`config.mk`:
```
export PLATFORM = sky130hd
export DESIGN_NAME = rsp_ctrl
export DESIGN_NICKNAME = d
export VERILOG_FILES = /design/src/hdl/rsp_pkg.sv /design/src/hdl/rsp_stack_ram.sv /design/src/hdl/rsp_shadow.sv /design/src/hdl/rsp_ctrl.sv
export SDC_FILE = /design/constraint.sdc
export NUM_CORES = 1
export LEC_CHECK = 0
export ABC_AREA = 0
export BUFFER_PORTS_ARGS = -buffer_cell sky130_fd_sc_hd__buf_4
export CAP_MARGIN = 10
export CELL_PAD_IN_SITES_DETAIL_PLACEMENT = 1
export CELL_PAD_IN_SITES_GLOBAL_PLACEMENT = 2
export CORE_MARGIN = 4
export CORE_UTILIZATION = 49
export DETAILED_ROUTE_END_ITERATION = 10
export HOLD_SLACK_MARGIN = 0.12
export PLACE_DENSITY = 0.91
export SLEW_MARGIN = 25
export SYNTH_ARGS = -nofsm -noshare
export SYNTH_HDL_FRONTEND = slang
export SYNTH_SLANG_ARGS = --single-unit
```
`constraint.sdc`:
```
create_clock -name pclk -period 6.6 [get_ports pclk]
set_input_delay 0.66 -clock pclk [delete_from_list [all_inputs] [get_ports pclk]]
set_output_delay 0.66 -clock pclk [all_outputs]
set_load 0.01 [all_outputs]
```
`src/hdl/rsp_pkg.sv`:
```
// Shared constants for the return stack pointer control block.
// Assumes a 32-bit APB register bus and a 21-bit program counter.
package rsp_pkg;
  localparam int RSP_PC_W = 21;
  localparam int RSP_IDX_W = 5;
  localparam int RSP_DEPTH = 31;
  localparam logic [4:0] RSP_IDX_MAX = 5'h1F;
  localparam logic [4:0] RSP_IDX_ZERO = 5'h00;
  // Register byte addresses
  localparam logic [7:0] RSP_OFS_INDEX = 8'h00;
  localparam logic [7:0] RSP_OFS_TOP_LOW = 8'h04;
  localparam logic [7:0] RSP_OFS_TOP_HIGH = 8'h08;
  localparam logic [7:0] RSP_OFS_TOP_UPPER = 8'h0C;
  localparam logic [7:0] RSP_OFS_STATUS = 8'h10;
  // Index register field positions
  localparam int RSP_BIT_FULL = 7;
  localparam int RSP_BIT_UNDERFLOW = 6;
  localparam int RSP_BIT_UNUSED = 5;
  // Status register field positions
  localparam int RSP_BIT_FAULT_EN = 0;
  localparam int RSP_BIT_FAULT_RST = 1;
  localparam logic [7:0] RSP_INDEX_RESET = 8'h00;
  localparam logic [RSP_PC_W-1:0] RSP_PC_STEP = 21'h000002;
  localparam logic [RSP_PC_W-1:0] RSP_PC_ZERO = 21'h000000;
endpackage

```
`src/hdl/rsp_stack_ram.sv`:
```
// Return address storage, one word per nonzero index value.
// Assumes a single clock; read is combinational on the index.
`timescale 1ns/1ns
`default_nettype none
module rsp_stack_ram
  import rsp_pkg::*;
#(
  parameter int DEPTH = RSP_DEPTH,
  parameter int WIDTH = RSP_PC_W
) (
  // Clock
  input wire logic pclk,
  // Write port
  input wire logic wr_en,
  input wire logic [4:0] wr_idx,
  input wire logic [WIDTH-1:0] wr_data,
  // Read port
  input wire logic [4:0] rd_idx,
  output logic [WIDTH-1:0] rd_data
);
  logic [WIDTH-1:0] mem [1:DEPTH];

  // Index zero has no storage behind it
  always_ff @(posedge pclk) begin
    if (wr_en && wr_idx != RSP_IDX_ZERO) begin
      mem[wr_idx] <= wr_data; // RL21
    end
  end

  assign rd_data = (rd_idx == RSP_IDX_ZERO) ? '0 : mem[rd_idx]; // RL21
endmodule
`default_nettype wire

```
`src/hdl/rsp_shadow.sv`:
```
// One-level shadow of status, working and bank-select registers.
// Assumes the sequencer raises at most one of save and restore.
`timescale 1ns/1ns
`default_nettype none
module rsp_shadow (
  // Clock and reset
  input wire logic pclk,
  input wire logic presetn,
  // Control
  input wire logic save,
  // Live values
  input wire logic [7:0] status_in,
  input wire logic [7:0] working_in,
  input wire logic [7:0] bank_in,
  // Saved values
  output logic [7:0] status_sv,
  output logic [7:0] working_sv,
  output logic [7:0] bank_sv
);
  // Single level, each save overwrites the last
  always_ff @(posedge pclk or negedge presetn) begin
    if (!presetn) begin
      status_sv <= 8'h00;
      working_sv <= 8'h00;
      bank_sv <= 8'h00;
    end else if (save) begin
      status_sv <= status_in; // RL19
      working_sv <= working_in;
      bank_sv <= bank_in;
    end
  end
endmodule
`default_nettype wire

```
`src/hdl/rsp_ctrl.sv`:
```
// Return stack pointer control with APB register access.
// Assumes the core sequencer issues one stack operation per cycle.
//
// What this block does
// RL1 - Five-bit stack index, values 0 to 31
// RL2 - Increment before push, decrement after pop
// RL3 - Any reset zeroes the stack index; here only presetn and the fault reset do, por_n does not
// RL4 - Software reads and writes the index field
// RL5 - Full flag set on thirty-first push
// RL6 - Flags readable, clear-only, cleared by power-on
// RL7 - Fault reset on: store PC plus two, reset
// RL8 - Fault reset off: index sticks at 31
// RL9 - Empty pop returns zero, sets underflow flag
// RL10 - Full or underflow resets device when enabled
// RL11 - Underflow jump to zero is not reset
// RL12 - Push op writes current PC to new top
// RL13 - Pop op only decrements the index
// RL14 - Software writes the top entry bytes
// RL15 - One hidden shadow copy of three registers
// RL16 - Interrupt vectoring loads the shadow copy
// RL17 - Fast interrupt return restores shadow values
// RL18 - Fast call saves, fast return restores
// RL19 - Single shadow level, later save overwrites
// RL20 - Bit 5 ignores writes, reads zero
// RL21 - Thirty-one 21-bit entries, index zero empty
// RL22 - Call increments then stores next PC
// RL23 - Fault reset option sampled once after reset
// RL24 - Writing one leaves flag, zero clears
//
// The implementer's own choices: the register addresses and the APB interface to the registers.
`timescale 1ns/1ns
`default_nettype none
module rsp_ctrl
  import rsp_pkg::*;
(
  // Clock and resets
  input wire logic pclk,
  input wire logic presetn,
  input wire logic por_n,
  // Configuration strap
  input wire logic fault_reset_cfg,
  // APB slave
  input wire logic psel,
  input wire logic penable,
  input wire logic pwrite,
  input wire logic [7:0] paddr,
  input wire logic [31:0] pwdata,
  output logic [31:0] prdata,
  output logic pready,
  output logic pslverr,
  // Core sequencer
  input wire logic push_call,
  input wire logic push_op,
  input wire logic pop_ret,
  input wire logic pop_op,
  input wire logic irq_vector,
  input wire logic fast_save,
  input wire logic fast_restore,
  input wire logic [RSP_PC_W-1:0] pc_in,
  input wire logic [7:0] status_in,
  input wire logic [7:0] working_in,
  input wire logic [7:0] bank_in,
  // Core results
  output logic [RSP_PC_W-1:0] pc_ret,
  output logic pc_ret_valid,
  output logic restore_valid,
  output logic [7:0] status_out,
  output logic [7:0] working_out,
  output logic [7:0] bank_out,
  output logic device_reset_req
);
  logic [4:0] stack_index_field;
  logic stack_full_flag;
  logic stack_underflow_flag;
  logic stack_fault_reset_enable;
  logic cfg_taken;
  logic [RSP_PC_W-1:0] top_entry;
  logic [RSP_PC_W-1:0] next_wr_data;
  logic [4:0] next_wr_idx;
  logic next_wr_en;
  logic [4:0] next_index;
  logic next_full_set;
  logic next_unf_set;
  logic do_push;
  logic do_pop;
  logic apb_wr;
  logic apb_rd;
  logic addr_ok;
  logic idx_wr;
  logic top_wr;
  logic [7:0] index_read;
  logic [31:0] next_rdata;
  logic [7:0] status_sv;
  logic [7:0] working_sv;
  logic [7:0] bank_sv;
  logic shadow_save;

  assign do_push = push_call || push_op;
  assign do_pop = pop_ret || pop_op;
  assign apb_wr = psel && penable && pwrite;
  assign apb_rd = psel && !penable && !pwrite;
  assign addr_ok = (paddr == RSP_OFS_INDEX) || (paddr == RSP_OFS_TOP_LOW) ||
    (paddr == RSP_OFS_TOP_HIGH) || (paddr == RSP_OFS_TOP_UPPER) ||
    (paddr == RSP_OFS_STATUS);
  assign idx_wr = apb_wr && (paddr == RSP_OFS_INDEX);
  assign top_wr = apb_wr && ((paddr == RSP_OFS_TOP_LOW) ||
    (paddr == RSP_OFS_TOP_HIGH) || (paddr == RSP_OFS_TOP_UPPER));
  assign shadow_save = irq_vector || (push_call && fast_save); // RL16 RL18

  // Strap sampled once after reset release
  always_ff @(posedge pclk or negedge presetn) begin
    if (!presetn) begin
      cfg_taken <= 1'b0;
      stack_fault_reset_enable <= 1'b1;
    end else if (!cfg_taken) begin
      cfg_taken <= 1'b1;
      stack_fault_reset_enable <= fault_reset_cfg; // RL23
    end
  end

  // Push and pop sequencing
  always_comb begin
    next_index = stack_index_field;
    next_wr_en = 1'b0;
    next_wr_idx = stack_index_field;
    next_wr_data = pc_in;
    next_full_set = 1'b0;
    next_unf_set = 1'b0;
    if (do_push) begin
      if (stack_index_field == RSP_IDX_MAX) begin
        next_index = RSP_IDX_MAX; // RL8
        next_full_set = 1'b1;
      end else begin
        next_index = stack_index_field + 5'h01; // RL2 RL22 RL12
        next_wr_en = 1'b1;
        next_wr_idx = next_index;
        if (next_index == RSP_IDX_MAX) begin
          next_full_set = 1'b1; // RL5
          if (stack_fault_reset_enable) begin
            next_wr_data = pc_in + RSP_PC_STEP; // RL7
          end
        end
      end
    end else if (do_pop) begin
      if (stack_index_field == RSP_IDX_ZERO) begin
        next_unf_set = 1'b1; // RL9
      end else begin
        next_index = stack_index_field - 5'h01; // RL2 RL13
      end
    end else if (top_wr) begin
      next_wr_en = 1'b1; // RL14
      next_wr_data = top_entry;
      unique case (paddr)
        RSP_OFS_TOP_LOW: next_wr_data[7:0] = pwdata[7:0];
        RSP_OFS_TOP_HIGH: next_wr_data[15:8] = pwdata[7:0];
        default: next_wr_data[20:16] = pwdata[4:0];
      endcase
    end else if (idx_wr) begin
      next_index = pwdata[4:0]; // RL4 RL20
    end
  end

  // Stack index, cleared by presetn or the fault reset request, not by por_n
  always_ff @(posedge pclk or negedge presetn) begin
    if (!presetn) begin
      stack_index_field <= RSP_IDX_ZERO; // RL3 RL1
    end else if (device_reset_req) begin
      stack_index_field <= RSP_IDX_ZERO; // RL7
    end else begin
      stack_index_field <= next_index;
    end
  end

  // Flags survive ordinary reset, set beats clear
  always_ff @(posedge pclk or negedge por_n) begin
    if (!por_n) begin
      stack_full_flag <= 1'b0; // RL6
      stack_underflow_flag <= 1'b0;
    end else begin
      if (next_full_set) begin
        stack_full_flag <= 1'b1;
      end else if (idx_wr && !pwdata[RSP_BIT_FULL]) begin
        stack_full_flag <= 1'b0; // RL24
      end
      if (next_unf_set) begin
        stack_underflow_flag <= 1'b1;
      end else if (idx_wr && !pwdata[RSP_BIT_UNDERFLOW]) begin
        stack_underflow_flag <= 1'b0; // RL24
      end
    end
  end

  // Fault reset request raised on the same edge that sets a flag
  always_ff @(posedge pclk or negedge presetn) begin
    if (!presetn) begin
      device_reset_req <= 1'b0;
    end else begin
      device_reset_req <= stack_fault_reset_enable && !device_reset_req &&
        (next_full_set || next_unf_set); // RL10
    end
  end

  rsp_stack_ram #(
    .DEPTH(RSP_DEPTH),
    .WIDTH(RSP_PC_W)
  ) u_ram (
    .pclk(pclk),
    .wr_en(next_wr_en),
    .wr_idx(next_wr_idx),
    .wr_data(next_wr_data),
    .rd_idx(stack_index_field),
    .rd_data(top_entry)
  );

  rsp_shadow u_shadow (
    .pclk(pclk),
    .presetn(presetn),
    .save(shadow_save),
    .status_in(status_in),
    .working_in(working_in),
    .bank_in(bank_in),
    .status_sv(status_sv),
    .working_sv(working_sv),
    .bank_sv(bank_sv)
  ); // RL15

  // Return value and shadow restore to the core
  always_ff @(posedge pclk or negedge presetn) begin
    if (!presetn) begin
      pc_ret <= RSP_PC_ZERO;
      pc_ret_valid <= 1'b0;
    end else begin
      pc_ret_valid <= pop_ret && !do_push;
      if (pop_ret && !do_push) begin
        pc_ret <= top_entry; // RL9 RL11
      end
    end
  end

  always_ff @(posedge pclk or negedge presetn) begin
    if (!presetn) begin
      restore_valid <= 1'b0;
      status_out <= 8'h00;
      working_out <= 8'h00;
      bank_out <= 8'h00;
    end else begin
      restore_valid <= pop_ret && fast_restore && !do_push; // RL17 RL18
      if (pop_ret && fast_restore && !do_push) begin
        status_out <= status_sv;
        working_out <= working_sv;
        bank_out <= bank_sv;
      end
    end
  end

  // APB read data, captured in setup cycle
  assign index_read = {stack_full_flag, stack_underflow_flag, 1'b0,
    stack_index_field}; // RL6 RL20

  always_comb begin
    next_rdata = 32'h00000000;
    unique case (paddr)
      RSP_OFS_INDEX: next_rdata[7:0] = index_read;
      RSP_OFS_TOP_LOW: next_rdata[7:0] = top_entry[7:0];
      RSP_OFS_TOP_HIGH: next_rdata[7:0] = top_entry[15:8];
      RSP_OFS_TOP_UPPER: next_rdata[4:0] = top_entry[20:16];
      RSP_OFS_STATUS: begin
        next_rdata[RSP_BIT_FAULT_EN] = stack_fault_reset_enable;
        next_rdata[RSP_BIT_FAULT_RST] = device_reset_req;
      end
      default: next_rdata = 32'h00000000;
    endcase
  end

  always_ff @(posedge pclk or negedge presetn) begin
    if (!presetn) begin
      prdata <= 32'h00000000;
      pready <= 1'b0;
      pslverr <= 1'b0;
    end else begin
      pready <= psel && !penable;
      pslverr <= psel && !penable && !addr_ok;
      if (apb_rd) begin
        prdata <= next_rdata;
      end
    end
  end
endmodule
`default_nettype wire

```
==> metrics.md <==
| Metric | Value |
|---|---|
| Setup TNS | `0 ns` |
| Clock sink count | `742` |
| Pwr/cell area | `447 nW/um^2` |
| Async SR Flop Fraction | `12.3%` |
| Detail Route Antenna Nets | `0` |
| Total core area | `62100 sq um` |
| Area of the multi-input gates | `8580 sq um` |
| CTS buffer count | `75` |
| Hold depth | `2` |
| Worst Setup Start Kind | `register` |
| Pre-CTS WS | `1.94 ns` |
| Max H-tree Level | `3` |
| HPWL Detailed | `58.0 mm` |
| Worst R2R Path Depth | `8` |
| Syn_area_per_cell | `16.3 sq um` |
| Die Wd | `259 microns` |
| Largest net degree at the start of global routing | `106` |
| Worst hold margin | `0.275 ns` |
| Ant diodes | `0` |
| Grt met1 use | `35.3%` |
| Pwr Total | `0.0158 W` |
| Minimum clock period | `4.70 ns` |
| Area growth syn-to-layout | `14.4%` |
| CP arrival | `5.01 ns` |
| I/O Pins | `181` |
| Kind of critical path | `reg2reg` |
| Lkg Pwr | `12.4 nW` |
| Sequential share of the synthesized area | `70.7%` |
| Max-cap violations | `0` |
| Cell count after synthesis | `1894` |
| Critical Path RT | `6.91 ns` |
| Drt first-iter violations | `2393` |
| Drt first pass iters | `5` |
| Vias/cell | `6.43` |
| Final wirelength | `93.7 mm` |
| Period utilization | `71.2%` |
| Layout Nets | `2165` |
| Setup WS post-layout | `1.90 ns` |
| Slew Limit Fails | `0` |
| Worst-path maximum fanout | `51` |
| RSZ-0062 raised after global routing | `false` |
| Max Fclk | `0.213 GHz` |
| GR Overflow Total | `0` |
| Die Area | `67100 sq um` |
| Number of synthesized flops with an enable pin | `651` |
| Yosys cell types | `92` |
| Status | `completed` |
| Initial antenna violation count | `3` |
| Port bufs | `132` |
| Max VDD drop | `272 uV` |
| Reg clk slew, reported paths | `0.06 ns` |
| First-pass GRT wire length | `136 mm` |
| PostCTS Resize Cnt | `0` |
| GP Congestion | `0.882` |
| Share of cells above drive strength 1 | `24.2%` |
| Total GRT Usage | `27.6%` |
| Primary FF master, synth | `edfxtp_1` |
| Root Driver | `clkbuf_16` |
| Max transition margin | `28.6%` |
| Mean routed wirelength per cell | `31.8 microns` |
| Final hold violation count | `0` |
| Later-pin clock latency in the skew report | `0.62 ns` |
| Worst slew pin tran | `1.07 ns` |
| Vias post-DR | `19.0k` |
| CP endpoint kind | `register` |
| Syn. warnings | `0` |
| #FFs+latches synth | `742` |
| Type of the worst min-delay path | `in2reg` |
| Row cnt | `91` |
| Starting Density | `49.8%` |
| CTS Buffer Depth | `3` |
| # setup viols final | `0` |
| Drt drc | `0` |
| Seq. cell area | `21800 sq um` |
| Vias in the first global route | `20.0k` |
| CTS tree | `yes` |
| Fillcell total | `5656` |
| Post-synthesis cell area | `30900 sq um` |
| Clk_skew | `0.0213 ns` |
| Overall die height | `259 microns` |
| Grt met3 use | `7.05%` |
| Met2 usage | `45.0%` |
| Global routing's busiest layer | `met2` |
per-stage QoR:
step	instance area, sq um	cells	utilization, %
6_report	35300	2948	56.9
3_5_place_dp	32900	2815	53.0
5_1_grt	35300	2948	56.9
3_3_place_gp	32900	2815	53.0
2_1_floorplan	31000	1917	-
4_1_cts	35300	2946	56.8
where the power goes:
group	total [W]	leakage, nW	internal, W	switching (W)
combinational	0.00533	4.30	0.00177	0.00356
sequential	0.00632	6.98	0.00593	0.000394
clock	0.00412	1.16	0.00236	0.00176
total	0.0158	12.4	0.0101	0.00572
layer usage:
metal | vias up | share of wire, %
li1 | 7753 | -
met1 | 9828 | 38
met2 | 1127 | 48
met3 | 250 | 9.8
met4 | 4 | 5.0
met5 | - | 0.027
cells in the mapped netlist, types with 15 or more instances:
| library cell | instances | area [sq um] |
|---|---|---|
| a22oi_1 | 38 | 285 |
| buf_2 | 19 | 95.1 |
| mux4_2 | 66 | 1490 |
| o22ai_1 | 32 | 200 |
| clkbuf_1 | 32 | 120 |
| mux2i_1 | 188 | 1880 |
| and3_1 | 15 | 93.8 |
| mux2_2 | 64 | 721 |
| dfrtp_1 | 90 | 2250 |
| nand2_1 | 120 | 450 |
| buf_4 | 49 | 368 |
| o21ai_0 | 53 | 265 |
| nand3_1 | 52 | 260 |
| nor2_1 | 92 | 345 |
| edfxtp_1 | 651 | 19500 |
| a21oi_1 | 55 | 275 |
layout by cell type (no fill, tap or decap), drive strengths merged, types with 13 or more instances in the layout:
cell type / n
a211oi: 14
a21oi: 55
a22oi: 38
a31oi: 15
and3: 15
buf: 188
clkbuf: 92
clkinv: 33
conb: 25
dfrtp: 90
edfxtp: 651
mux2: 65
mux2i: 188
mux4: 68
nand2: 125
nand3: 53
nand4: 13
nor2: 92
nor3: 14
o21ai: 56
o22ai: 32
worst paths after layout:
path	start	endpoint	slack, ns
max	stack_index_field[1]	u_ram.mem[18][15]	1.90
min	status_in[4]	u_shadow.status_sv[4]	0.27
max in group asynchronous	presetn	stack_index_field[0]	4.84
min reg2reg	pc_ret[2]	pc_ret[2]	0.48
min in group asynchronous	por_n	stack_full_flag	0.36
max reg2reg	stack_index_field[1]	u_ram.mem[18][15]	1.90
sequential cells by signal, indices dropped and copies added, names as in the netlist:
name and flops:
bank_out 8, cfg_taken 1, device_reset_req 1, pc_ret 21, pc_ret_valid 1, prdata 8
pready 1, pslverr 1, restore_valid 1, stack_fault_reset_enable 1, stack_full_flag 1, stack_index_field 5
stack_underflow_flag 1, status_out 8, u_ram.mem 651, u_shadow.bank_sv 8, u_shadow.status_sv 8, u_shadow.working_sv 8
working_out 8
logic make-up after synthesis:
family / count (synthesis) / synth area share, %
AOI/OAI and AO/OA: 292 / 6.42
xor gates and xnor gates: 11 / 0.336
adders and majority gates: 7 / 0.284
buffers and inverters: 136 / 2.69
DFF: 742 / 70.7
muxes: 321 / 13.4
other: 2 / 0.0243
and+or+nand+nor: 383 / 6.11
area by class of cell:
class	instances	share of cell area, %
clock buffers	92	5.79
clock inverters	37	0.879
inverters	11	0.117
multi-input cells	1039	24.3
flip-flops and latches	742	61.8
well taps	837	2.97
repair buffers	190	4.11
critical path, stage by stage, from the launching register on:
cell and delay, ns:
dfrtp_4 0.87, buf_4 0.80, mux4_2 0.59, mux2_2 0.30, a211oi_1 0.72, o211a_1 0.40, a21oi_1 0.13, a21o_1 0.23
buf_4 0.27
timing repair:
action,in CTS,in global routing
setup buffers,0,0
endpoints found under the hold margin,22,0
hold buffers,2,0
setup endpoints to repair,0,0
Note: power is estimated with default switching activity, not from simulation.
